$ cat config.mk
export PLATFORM = sky130hd
export DESIGN_NAME = tts_dc_level_word_source
export DESIGN_NICKNAME = d
export VERILOG_FILES = /design/src/tts_pkg.sv /design/src/tts_dc_level_word_source.sv /design/src/tts_sine_rom.sv
export SDC_FILE = /design/constraint.sdc
export NUM_CORES = 1
export LEC_CHECK = 0
export BUFFER_PORTS_ARGS = -buffer_cell sky130_fd_sc_hd__buf_2
export CAP_MARGIN = 20
export CORE_ASPECT_RATIO = 2
export CORE_MARGIN = 1.5
export CORE_UTILIZATION = 50
export CTS_CLUSTER_SIZE = 14
export DETAILED_ROUTE_END_ITERATION = 6
export GPL_TIMING_DRIVEN = 0
export PLACE_DENSITY = 0.74
export SLEW_MARGIN = 20
export SYNTH_ARGS = -nofsm -noshare
export SYNTH_HDL_FRONTEND = slang
export SYNTH_SLANG_ARGS = --single-unit
$ cat constraint.sdc
create_clock -name sys_clk -period 12.75 [get_ports sys_clk]
set_input_delay 2.55 -clock sys_clk [delete_from_list [all_inputs] [get_ports sys_clk]]
set_output_delay 2.55 -clock sys_clk [all_outputs]
set_load 0.01 [all_outputs]
$ cat src/tts_pkg.sv
/*
 * Shared constants for the test tone and DC source: register offsets,
 * field positions, reset values, selector codes, amplitude gains and
 * the timing figures that set the 1 kHz phase step.
 * Assumes it is compiled before every module of the block.
 */
package tts_pkg;

	// ****************************************************************
	// Register map, byte wide registers on the internal control port.
	// ****************************************************************
	localparam logic [15:0] TTS_ADDR_SHAPE   = 16'h2083; // Tone shape and DC select.
	localparam logic [15:0] TTS_ADDR_DC_HIGH = 16'h2084; // DC word bits 23 to 16.
	localparam logic [15:0] TTS_ADDR_DC_MID  = 16'h2085; // DC word bits 15 to 8.
	localparam logic [15:0] TTS_ADDR_DC_LOW  = 16'h2086; // DC word bits 7 to 0.
	localparam logic [15:0] TTS_ADDR_ENABLE  = 16'h208F; // Generator enable.

	// Reset values.
	localparam logic [7:0] TTS_RST_SHAPE  = 8'h04; // Amplitude code 0, 1 kHz tone.
	localparam logic [7:0] TTS_RST_DC     = 8'h00; // Each DC byte clears.
	localparam logic [7:0] TTS_RST_ENABLE = 8'h00; // Generator off.

	// Field positions inside the shape and enable registers.
	localparam int TTS_SEL_LSB = 0;
	localparam int TTS_SEL_MSB = 3;
	localparam int TTS_AMP_LSB = 4;
	localparam int TTS_AMP_MSB = 5;
	localparam int TTS_EN_BIT  = 0;
	localparam logic [7:0] TTS_SHAPE_MASK  = 8'h3F; // Bits 7 and 6 read as zero.
	localparam logic [7:0] TTS_ENABLE_MASK = 8'h01; // Bits 7 to 1 read as zero.

	// Output selector codes.
	typedef enum logic [3:0] {
		TTS_SEL_DC_WORD = 4'h0,
		TTS_SEL_DC_ZERO = 4'h1,
		TTS_SEL_DC_POS  = 4'h2,
		TTS_SEL_DC_NEG  = 4'h3,
		TTS_SEL_TONE_1K = 4'h4,
		TTS_SEL_TONE_Q  = 4'h5,
		TTS_SEL_TONE_S  = 4'h6
	} tts_sel_t;

	// Amplitude codes and their gains in Q1.15.
	typedef enum logic [1:0] {
		TTS_AMP_M6DB   = 2'h0,
		TTS_AMP_M4P8DB = 2'h1,
		TTS_AMP_0DB    = 2'h2,
		TTS_AMP_RSVD   = 2'h3
	} tts_amp_t;
	localparam logic [15:0] TTS_GAIN_M6DB   = 16'h4027; // 0.5012 of full scale.
	localparam logic [15:0] TTS_GAIN_M4P8DB = 16'h49A8; // 0.5754 of full scale.
	localparam logic [15:0] TTS_GAIN_0DB    = 16'h7FFF; // Full scale.
	localparam logic [15:0] TTS_GAIN_ZERO   = 16'h0000; // Reserved code mutes.

	// Constant levels on the 24-bit output.
	localparam logic [23:0] TTS_DC_ZERO     = 24'h000000;
	localparam logic [23:0] TTS_DC_HALF_POS = 24'h400000;
	localparam logic [23:0] TTS_DC_HALF_NEG = 24'hC00000;

	// Sine table: one period is this many steps.
	localparam int          TTS_STEPS_PER_CYCLE = 96;
	localparam int          TTS_STEPS_PER_QUAD  = 24;
	localparam logic [6:0]  TTS_STEP_QUARTER_FS = 7'h18; // Period of 4 samples.
	localparam logic [6:0]  TTS_STEP_SIXTH_FS   = 7'h10; // Period of 6 samples.

	// Timing of the fixed 1 kHz tone.
	localparam longint TTS_CLK_HZ  = 25000000;
	localparam longint TTS_TONE_HZ = 1000;
	localparam int     TTS_PHASE_W = 32;

endpackage

$ cat src/tts_dc_level_word_source.sv
/*
 * Test tone and DC source at the head of the speaker playback path.
 * Holds its own byte registers, produces one sample per sample tick
 * and, while enabled, replaces the serial audio sample.
 * Assumes the register port and the sample tick come from logic on
 * sys_clk, so no synchroniser is needed on them.
 */
`timescale 1ns/1ns

module tts_dc_level_word_source
	import tts_pkg::*;
#(
	parameter int     SAMPLE_W = 24,        // Output sample width.
	parameter longint CLK_HZ   = TTS_CLK_HZ // Rate of sys_clk.
) (
	// Clock and reset.
	input  wire logic                sys_clk,
	input  wire logic                rstn,
	// Register port from the control interface.
	input  wire logic                regWrEn,
	input  wire logic                regRdEn,
	input  wire logic [15:0]         regAddr,
	input  wire logic [7:0]          regWrData,
	output logic [7:0]               regRdData_q,
	// Sample stream from the serial audio interface.
	input  wire logic                sampleTick,
	input  wire logic [SAMPLE_W-1:0] pcmSample,
	// Sample stream into the speaker path.
	output logic [SAMPLE_W-1:0]      ampSample_q,
	output logic                     ampValid_q,
	output logic                     toneActive_q
);

	// ****************************************************************
	// Elaboration checks and derived constants.
	// ****************************************************************
	// The sine table and DC levels are built for 24-bit samples.
	if (SAMPLE_W != 24) begin : gBadWidth
		$error("tts_dc_level_word_source serves only 24-bit samples");
	end
	if (CLK_HZ < 4 * TTS_TONE_HZ) begin : gBadClk
		$error("tts_dc_level_word_source needs a clock well above the tone");
	end

	// Phase added every sys_clk so that one period lasts 1 ms.
	localparam longint PHASE_INC_L = (TTS_TONE_HZ << TTS_PHASE_W) / CLK_HZ;
	localparam logic [TTS_PHASE_W-1:0] PHASE_INC = PHASE_INC_L[TTS_PHASE_W-1:0];

	// ****************************************************************
	// Registers.
	// ****************************************************************
	logic [7:0]              shape_q;      // Amplitude and selector.
	logic [7:0]              dcHigh_q;     // DC word bits 23 to 16.
	logic [7:0]              dcMid_q;      // DC word bits 15 to 8.
	logic [7:0]              dcLow_q;      // DC word bits 7 to 0.
	logic                    genEnable_q;  // Generator enable.
	logic [TTS_PHASE_W-1:0]  timePhase_q;  // Free-running 1 kHz phase.
	logic [6:0]              ratePhase_q;  // Phase of the fs-derived tones.
	logic [SAMPLE_W-1:0]     genSample_d;  // Generator output this tick.
	logic [SAMPLE_W-1:0]     sineSample;   // Scaled sine from the table.
	logic [6:0]              sineStep;     // Phase step fed to the table.
	logic [15:0]             sineGain;     // Gain for the amplitude code.
	logic [14:0]             timeStepWide; // Time phase scaled to steps.
	logic [23:0]             dcLevelWord;  // Assembled DC word.

	tts_sel_t sel;
	tts_amp_t amp;
	assign sel         = tts_sel_t'(shape_q[TTS_SEL_MSB:TTS_SEL_LSB]);
	assign amp         = tts_amp_t'(shape_q[TTS_AMP_MSB:TTS_AMP_LSB]);
	assign dcLevelWord = {dcHigh_q, dcMid_q, dcLow_q};

	// Register writes; reserved bits are not stored so they read zero.
	always_ff @(posedge sys_clk or negedge rstn) begin
		if (!rstn) begin
			shape_q     <= TTS_RST_SHAPE;
			dcHigh_q    <= TTS_RST_DC;
			dcMid_q     <= TTS_RST_DC;
			dcLow_q     <= TTS_RST_DC;
			genEnable_q <= TTS_RST_ENABLE[TTS_EN_BIT];
		end else if (regWrEn) begin
			unique case (regAddr)
				TTS_ADDR_SHAPE:   shape_q     <= regWrData & TTS_SHAPE_MASK;
				TTS_ADDR_DC_HIGH: dcHigh_q    <= regWrData;
				TTS_ADDR_DC_MID:  dcMid_q     <= regWrData;
				TTS_ADDR_DC_LOW:  dcLow_q     <= regWrData;
				TTS_ADDR_ENABLE:  genEnable_q <= regWrData[TTS_EN_BIT];
				default: ;
			endcase
		end
	end

	// Read data is captured one edge after the read strobe and held
	// until the next read; unmapped offsets answer zero.
	always_ff @(posedge sys_clk or negedge rstn) begin
		if (!rstn) begin
			regRdData_q <= 8'h00;
		end else if (regRdEn) begin
			unique case (regAddr)
				TTS_ADDR_SHAPE:   regRdData_q <= shape_q;
				TTS_ADDR_DC_HIGH: regRdData_q <= dcHigh_q;
				TTS_ADDR_DC_MID:  regRdData_q <= dcMid_q;
				TTS_ADDR_DC_LOW:  regRdData_q <= dcLow_q;
				TTS_ADDR_ENABLE:  regRdData_q <= {7'h00, genEnable_q} & TTS_ENABLE_MASK;
				default:          regRdData_q <= 8'h00;
			endcase
		end
	end

	// ****************************************************************
	// Phase generation.
	// ****************************************************************
	// The 1 kHz phase runs on wall time, so whatever the sample rate,
	// sampling it at each tick yields a 1 kHz tone. The trade-off is a
	// small frequency error from truncating the step.
	always_ff @(posedge sys_clk or negedge rstn) begin
		if (!rstn) begin
			timePhase_q <= '0;
		end else begin
			timePhase_q <= timePhase_q + PHASE_INC;
		end
	end

	// The fs-derived tones step once per sample, so they follow the
	// active rate by construction. A quarter of a period per sample
	// gives fs/4, a sixth gives fs/6.
	always_ff @(posedge sys_clk or negedge rstn) begin
		if (!rstn) begin
			ratePhase_q <= '0;
		end else if (sampleTick) begin
			if (sel == TTS_SEL_TONE_S) begin
				ratePhase_q <= stepWrap(ratePhase_q, TTS_STEP_SIXTH_FS);
			end else begin
				ratePhase_q <= stepWrap(ratePhase_q, TTS_STEP_QUARTER_FS);
			end
		end
	end

	// Advance a step index and wrap it at one period.
	function automatic logic [6:0] stepWrap(input logic [6:0] cur, input logic [6:0] inc);
		logic [7:0] sum;
		sum = {1'b0, cur} + {1'b0, inc};
		if (sum >= 8'(TTS_STEPS_PER_CYCLE)) begin
			sum = sum - 8'(TTS_STEPS_PER_CYCLE);
		end
		return sum[6:0];
	endfunction

	// ****************************************************************
	// Sample selection.
	// ****************************************************************
	// Map the top byte of the time phase onto the table period.
	assign timeStepWide = 15'(timePhase_q[TTS_PHASE_W-1 -: 8] * 7'(TTS_STEPS_PER_CYCLE));

	// Table phase and amplitude gain.
	always_comb begin
		sineStep = (sel == TTS_SEL_TONE_1K) ? timeStepWide[14:8] : ratePhase_q;
		unique case (amp)
			TTS_AMP_M6DB:   sineGain = TTS_GAIN_M6DB;
			TTS_AMP_M4P8DB: sineGain = TTS_GAIN_M4P8DB;
			TTS_AMP_0DB:    sineGain = TTS_GAIN_0DB;
			TTS_AMP_RSVD:   sineGain = TTS_GAIN_ZERO;
		endcase
	end

	tts_sine_rom uSine (
		.phaseStep (sineStep),
		.gainQ15   (sineGain),
		.sampleOut (sineSample)
	);

	// Constant outputs bypass the gain entirely; reserved selector
	// codes output silence rather than an undefined level.
	always_comb begin
		unique case (shape_q[TTS_SEL_MSB:TTS_SEL_LSB])
			TTS_SEL_DC_WORD: genSample_d = dcLevelWord;
			TTS_SEL_DC_ZERO: genSample_d = TTS_DC_ZERO;
			TTS_SEL_DC_POS:  genSample_d = TTS_DC_HALF_POS;
			TTS_SEL_DC_NEG:  genSample_d = TTS_DC_HALF_NEG;
			TTS_SEL_TONE_1K,
			TTS_SEL_TONE_Q,
			TTS_SEL_TONE_S:  genSample_d = sineSample;
			default:         genSample_d = TTS_DC_ZERO;
		endcase
	end

	// One sample leaves per tick; while enabled the generator takes
	// the place of the serial audio sample.
	always_ff @(posedge sys_clk or negedge rstn) begin
		if (!rstn) begin
			ampSample_q <= '0;
			ampValid_q  <= 1'b0;
		end else begin
			ampValid_q <= sampleTick;
			if (sampleTick) begin
				ampSample_q <= genEnable_q ? genSample_d : pcmSample;
			end
		end
	end

	// Status flag showing which source feeds the speaker path.
	always_ff @(posedge sys_clk or negedge rstn) begin
		if (!rstn) begin
			toneActive_q <= 1'b0;
		end else begin
			toneActive_q <= genEnable_q;
		end
	end

endmodule

$ cat src/tts_sine_rom.sv
/*
 * Scaled sine lookup: maps a phase step of one period to a signed
 * 24-bit sample at the chosen amplitude.
 * Assumes the phase step lies below the steps of one period; larger
 * steps are folded into the last quadrant.
 */
`timescale 1ns/1ns
module tts_sine_rom
	import tts_pkg::*;
(
	// Phase and amplitude.
	input  wire logic [6:0]  phaseStep,
	input  wire logic [15:0] gainQ15,
	// Scaled sample.
	output logic [23:0]      sampleOut
);

	// ****************************************************************
	// Quadrant folding.
	// ****************************************************************
	logic [4:0]         quarterIdx; // Position inside the first quadrant.
	logic               negHalf;    // Second half of the period.
	logic signed [16:0] sineS;      // Signed full-scale sine.
	logic signed [32:0] product;    // Sine times gain.
	logic [15:0]        quarterVal; // Magnitude from the table.

	// Quadrant boundaries in table steps.
	localparam logic [6:0] STEP_QUAD  = 7'(TTS_STEPS_PER_QUAD);     // End of first quadrant.
	localparam logic [6:0] STEP_HALF  = 7'(2 * TTS_STEPS_PER_QUAD); // End of positive half.
	localparam logic [6:0] STEP_THREE = 7'(3 * TTS_STEPS_PER_QUAD); // End of third quadrant.
	localparam logic [6:0] STEP_FULL  = 7'(TTS_STEPS_PER_CYCLE);    // One whole period.

	// Fold the period onto a quarter wave to keep the table small.
	always_comb begin
		if (phaseStep < STEP_QUAD) begin
			quarterIdx = phaseStep[4:0];
			negHalf    = 1'b0;
		end else if (phaseStep < STEP_HALF) begin
			quarterIdx = 5'(STEP_HALF - phaseStep);
			negHalf    = 1'b0;
		end else if (phaseStep < STEP_THREE) begin
			quarterIdx = 5'(phaseStep - STEP_HALF);
			negHalf    = 1'b1;
		end else begin
			quarterIdx = 5'(STEP_FULL - phaseStep);
			negHalf    = 1'b1;
		end
	end

	// Quarter wave in steps of 3.75 degrees.
	always_comb begin
		unique case (quarterIdx)
			5'd0:    quarterVal = 16'h0000;
			5'd1:    quarterVal = 16'h085F;
			5'd2:    quarterVal = 16'h10B5;
			5'd3:    quarterVal = 16'h18F9;
			5'd4:    quarterVal = 16'h2121;
			5'd5:    quarterVal = 16'h2925;
			5'd6:    quarterVal = 16'h30FB;
			5'd7:    quarterVal = 16'h389D;
			5'd8:    quarterVal = 16'h4000;
			5'd9:    quarterVal = 16'h471C;
			5'd10:   quarterVal = 16'h4DEB;
			5'd11:   quarterVal = 16'h5465;
			5'd12:   quarterVal = 16'h5A82;
			5'd13:   quarterVal = 16'h603C;
			5'd14:   quarterVal = 16'h658C;
			5'd15:   quarterVal = 16'h6A6D;
			5'd16:   quarterVal = 16'h6EDA;
			5'd17:   quarterVal = 16'h72CB;
			5'd18:   quarterVal = 16'h7641;
			5'd19:   quarterVal = 16'h7934;
			5'd20:   quarterVal = 16'h7BA3;
			5'd21:   quarterVal = 16'h7D8A;
			5'd22:   quarterVal = 16'h7EE7;
			5'd23:   quarterVal = 16'h7FB9;
			default: quarterVal = 16'h7FFF; // Peak; codes above 24 cannot occur.
		endcase
	end

	// Apply sign and amplitude; the product peaks just under 2^30,
	// so bits 30 to 7 hold the 24-bit result without overflow.
	always_comb begin
		sineS     = negHalf ? -$signed({1'b0, quarterVal}) : $signed({1'b0, quarterVal});
		product   = sineS * $signed({1'b0, gainQ15});
		sampleOut = product[30:7];
	end

endmodule

# == Word-level counts from Yosys, hierarchy flattened ==
# Memories as Yosys holds them, arrays and structs flattened.
# Index checks and enable logic that the tools add are counted.
# totals
input_bits,53
wordCells,63
output_inout_bits,34
ff_bits,104
rom_bits,480
n_memories,1
# memory_table
name,depth,word_bits,rd,rd_clocked_by_memory_dff,wr,line_no,rtl
(name not given),32,15,1,0,0,tts_sine_rom.sv:52,unique case (quarterIdx)
# op_classes
n_lt_le_gt_ge,5
eq_ne,13
mul,2
n_addsub,9
muxes,14
reduce_logical,8
# op_table
operator,n
case mux 24 bit (4 select lines),1
"== test 16 x 14 -> 1 bit, second input constant",5
case mux 16 bit (4 select lines),1
case mux 8 bit (5 select lines),1
"adder 32 x 18 -> 32 bit, second input constant",1
multiplier 17 x 17 -> 31 bit,1
two-way mux 7 bit,4
two-way mux 24 bit,1
two-way mux 17 bit,1
negation 16 -> 17 bit,1
"adder 7 x 5 -> 8 bit, second input constant",2
"greater-or-equal comparator 8 x 7 -> 1 bit, second input constant",2
two-way mux 5 bit,3
"subtractor 7 bit, second input constant",2
"== test 4 x 3 -> 1 bit, second input constant",3
"multiplier 8 x 2 -> 10 bit, second input constant",1
AND reduction 2 bit,5
"== test 4 x 2 -> 1 bit, second input constant",2
"< comparator 7 x 5 -> 1 bit, second input constant",1
"< comparator 7 x 6 -> 1 bit, second input constant",1
"< comparator 7 bit, second input constant",1
"subtractor 1 x 5 -> 5 bit, first input constant",1
"subtractor 5 bit, first input constant",1
"subtractor 5 bit, second input constant",1
6 further kinds,8

# == Logic depth before layout (Yosys ltp) ==
# An unclocked memory read counts as a cell.
# logic_depth
word_depth,12
ltp_mapped,50
ltp_nobuf,49

# == Cells and area by module ==
# From an unflattened synthesis, not the netlist that was laid out.
# unflattened
hier_cells,1822
hier_area_um2,16585.9
# by_module_without_submodules
mod,n_inst,cells_per_inst,seq_area_each_um2,area_per_inst_um2
tts_sine_rom,1,1305,0.0,11170.7
tts_dc_level_word_source,1,517,2503.7,5415.2

# == Least setup slack after synthesis ==
# OpenSTA, ideal clock, no wires.
# synth_path
path_kind,reg2reg
start,register shape_q[0]
end,register ampSample_q[23]
t_arrival_ns,10.669
period_less_slack_ns,10.792
stages_incl_launch_ff,45
t_required_ns,12.627
path_buffers,4
setup_ns,0.123
setup_slack_ns,1.958
cell_sequence,dfrtp_1 > buf_6 > or4b_4 > buf_4 > or3_1 > clkbuf_1 > ha_1 > o211ai_1 > o311ai_0 > or2_1 > buf_4 > ha_1 > inv_1 > a22o_1 > o31ai_1 > o211a_1 > nand3_1 > or4_1 > (+9 left out) > inv_1 > fa_1 > inv_1 > ha_1 > a21o_1 > a21o_1 > a21oi_1 > o21ai_0 > a21o_1 > a21o_1 > o31ai_1 > a21oi_1 > o41a_1 > a21oi_1 > xnor2_1 > xnor2_1 > a211oi_1 > nor2_1
# synth_via
elab_chain_len,12
elab_cells_between_ends,25
cone_classes,add/sub (4); mul (1); order compare (3); eq/ne (5); mux (9); reduce/logical (2); memory (1)
# synth_rtl
element,line_no,rtl
from (decl),tts_dc_level_word_source.sv:52,logic [7:0] shape_q;
from (signal assigned),tts_dc_level_word_source.sv:82,TTS_ADDR_SHAPE: shape_q <= regWrData & TTS_SHAPE_MASK;
== test 4 x 3 -> 1 bit,"tts_dc_level_word_source.sv:156, tts_dc_level_word_source.sv:174",
two-way mux 7 bit,tts_dc_level_word_source.sv:156,sineStep = (sel == TTS_SEL_TONE_1K) ? timeStepWide[14:8] : ratePhase_q;
< comparator 7 bit (tied with other cells),tts_sine_rom.sv:41,end else if (phaseStep < STEP_THREE) begin
two-way mux 5 bit,tts_sine_rom.sv:41,
two-way mux 5 bit,tts_sine_rom.sv:38,end else if (phaseStep < STEP_HALF) begin
two-way mux 5 bit,tts_sine_rom.sv:35,if (phaseStep < STEP_QUAD) begin
memory (32 x 15 bit),-,
negation 16 -> 17 bit,tts_sine_rom.sv:84,"sineS = negHalf ? -$signed({1'b0, quarterVal}) : $signed({1'b0, quarterVal});"
two-way mux 17 bit,tts_sine_rom.sv:84,
multiplier 17 x 17 -> 31 bit,tts_sine_rom.sv:85,"product = sineS * $signed({1'b0, gainQ15});"
case mux 24 bit (4 select lines) (*),tts_dc_level_word_source.sv:174,unique case (shape_q[TTS_SEL_MSB:TTS_SEL_LSB])
two-way mux 24 bit (*),tts_dc_level_word_source.sv:195,ampSample_q <= genEnable_q ? genSample_d : pcmSample;
to (signal assigned),tts_dc_level_word_source.sv:195,
to (decl),tts_dc_level_word_source.sv:29,"output logic [SAMPLE_W-1:0] ampSample_q,"
# Every way passes the cells marked *; elsewhere a longest branch is shown, timed or not.
# A chain may end at the register's enable or synchronous reset.

# == Worst setup path in the final report ==
# layout_path
start,register shape_q[1]
end,register ampSample_q[23]
# Same word-level chain as after synthesis.

==> flow_summary.toml <==
[finish]
area_growth_pct = 8.87
drive_above_1_share = 0.113
nets = 2099
final_common_cell = "inv_1"
final_cell_mix = "inv_1, fa_1, ha_1"
final_core_util = 0.556

[timing]
whs_ns = 0.440
drv_slew = 0
fmax_ghz = 0.0819
min_period_ns = 12.21
finalSetupViolCount = 0
finalCritPeriodShare = 0.957
worst_pin_slew_ns = 0.809
finalClockSkew_ns = 0.0117
slew_headroom = 0.456
hold_viol_final = 0

[critical_path]
cp-start-kind = "flip-flop"
path_common_cell = "fa_1"
crit-reg2reg-launch = "shape_q[1]"
path_class = "flip-flop to flip-flop"
crit_slowest_cell = "or4b_4"
critPathMaxFanout = 11
rrSetupSlack_ns = 0.54
worstPathArrival_ns = 12.46
worstReg2RegEnd = "ampSample_q[23]"
max_stage_delay_ns = 0.58
required_ns = 13.01
critPathCaptureType = "flip-flop"
r2r_cells = 44

[floorplan]
start_util = 0.511
ios = 87
die_w_um = 125
dieArea_sq_mm = 0.0307
die_h_um = 246
core_sq_mm = 0.0290
rows = 88

[grt]
grt_pass1_vias = 13000
grt_pass1_wl_mm = 65.9
grt_use_total = 0.276
antenna_found_initial = 1
grt_max_degree = 79
grt_overflow_total = 0

[worst_hold_path]
min_path_type = "flip-flop to flip-flop"
hold_end = "timePhase_q[1]"
whs_path_depth = 1
hold_start = "timePhase_q[1]"

[detailed_routing]
vias = 11700
ant_nets = 0
via_per_inst = 5.57
drt-wirelength-per-cell_um = 19.2
drt_iter0_drc = 572
drc = 0
totalWireLength_mm = 40.3
drt_pre_antenna_iters = 7

[synth]
avgSynthCellArea_sq_um = 9.07
syn-num-nets = 2001
async_reset_ff_frac = 1.00
postSynthCellCount = 1631
yosys-top-cells-area = "fa_1, dfrtp_1, ha_1, inv_1, xnor2_1"
synthDistinctLibCells = 92
yosysWarningCount = 0
synth_edf_count = 0
syn_area_sq_mm = 0.0148
ys_ff_latch = 100
synth_ff_type = "dfrtp_1"
ys_seq_area_frac = 0.169
synth_largest_area_cell = "fa_1"
yosysTopAreaCellShare = 0.279

[clock_network]
cts_buffer_depth = 2
path_clk_slew_ns = 0.07
hold_buffers = 0
clk-insertion-delay-late_ns = 0.37
cts_sinks = 100
htree_levels = 3
cts_tree = "built"
numCtsBuffers = 9
cts-root-buf = "clkbuf_16"

[placed_design]
dp_hpwl_mm = 34.4
port-buffer-count = 82
gp_congestion = 0.956

[flow_run]
max-cap-violations = 0

[run_status]
status = "complete, no violations"
## cells in the mapped netlist, types with 7 or more instances
| library cell | instances |
|---|---|
| nor4_1 | 10 |
| ha_1 | 111 |
| a22o_1 | 7 |
| a21oi_1 | 87 |
| nand2_1 | 109 |
| o21ai_0 | 50 |
| nor2b_1 | 48 |
| xnor2_1 | 74 |
| a211oi_1 | 8 |
| dfrtp_1 | 99 |
| fa_1 | 206 |
| nor3_1 | 20 |
| mux2_2 | 33 |
| nand4_1 | 11 |
| o31ai_1 | 8 |
| a31oi_1 | 8 |
| a21o_1 | 15 |
| nand2b_1 | 11 |
| o211ai_1 | 7 |
| buf_2 | 7 |
| nor2_1 | 83 |
| o22ai_1 | 13 |
| xor2_1 | 35 |
| clkbuf_1 | 38 |
| and3_1 | 8 |
| nand3_1 | 20 |
| inv_1 | 352 |
| and2_1 | 28 |
| a221oi_1 | 9 |
## metal layers
metal | routed length, um | global-route usage
met5 | 0 | 0
met4 | 3070 | 0.191
met3 | 1100 | 0.0208
met2 | 23000 | 0.547
met1 | 13100 | 0.264
## flip-flops by register name, indices dropped and copies added, names as in the netlist
register / count
shape_q: 6
toneActive_q: 1
timePhase_q: 31
ratePhase_q: 4
dcHigh_q: 8
dcLow_q: 8
genEnable_q: 1
ampValid_q: 1
regRdData_q: 8
dcMid_q: 8
ampSample_q: 24
## worst max-delay path, delay by kind of cell, from the launching register on
kind,cells,cell delay (ns)
adder cells (fa/ha/maj),9,4.02
AO/OA/AOI/OAI,17,3.93
AND/OR/NAND/NOR,7,2.31
buffers and inverters,9,1.08
flip-flops,1,0.37
XOR/XNOR,2,0.36
## layout make-up
class,instances,area [sq um]
Fill cell,2620,12900
Multi-Input combinational cell,1124,10800
Sequential cell,100,2500
Inverter,354,1340
Timing Repair Buffer,88,479
Tap cell,360,450
Buffer,52,243
Clock buffer,10,239
Clock inverter,6,56.3
Antenna cell,1,2.50
## logic make-up after synthesis
logic type                 share of synthesized area
and+or+nand+nor                                0.131
buffers and inverters                          0.107
xor gates and xnor gates                      0.0657
AOI/OAI and AO/OA                              0.124
adders and majority gates                      0.374
muxes                                         0.0285
DFF                                            0.169
## worst max-delay path by stage
stage | startpoint | to | slack [ns] | cells after the start
after floorplan | shape_q[0] | ampSample_q[23] | 1.96 | 44
after global placement | shape_q[1] | ampSample_q[23] | -0.18 | 44
after detailed placement | shape_q[2] | ampSample_q[23] | -0.33 | 41
after CTS | shape_q[1] | ampSample_q[23] | 0.08 | 44
after global routing | shape_q[1] | ampSample_q[23] | -0.02 | 44
final | shape_q[1] | ampSample_q[23] | 0.54 | 44
## through the flow
step	TNS (ns)	area (sq um)	setup WS (ns)	instances
finish	0	16100	0.545	2095
global route	-0.0207	16100	-0.0207	2095
floorplan	0	14800	1.96	1631
detailed placement	-0.489	15700	-0.326	2075
CTS	0	16000	0.0791	2091
global placement	-0.211	15600	-0.178	2073
## what timing repair did
action / 4_1_cts / 5_1_grt
resized for setup: 4 / 13
pin swaps: 0 / 2
buffers inserted: 0 / 4
endpoints found under the setup margin: 3 / 9
Power is not shown: default switching activity piles up to over one toggle a cycle in this logic, so the estimate is an artifact.
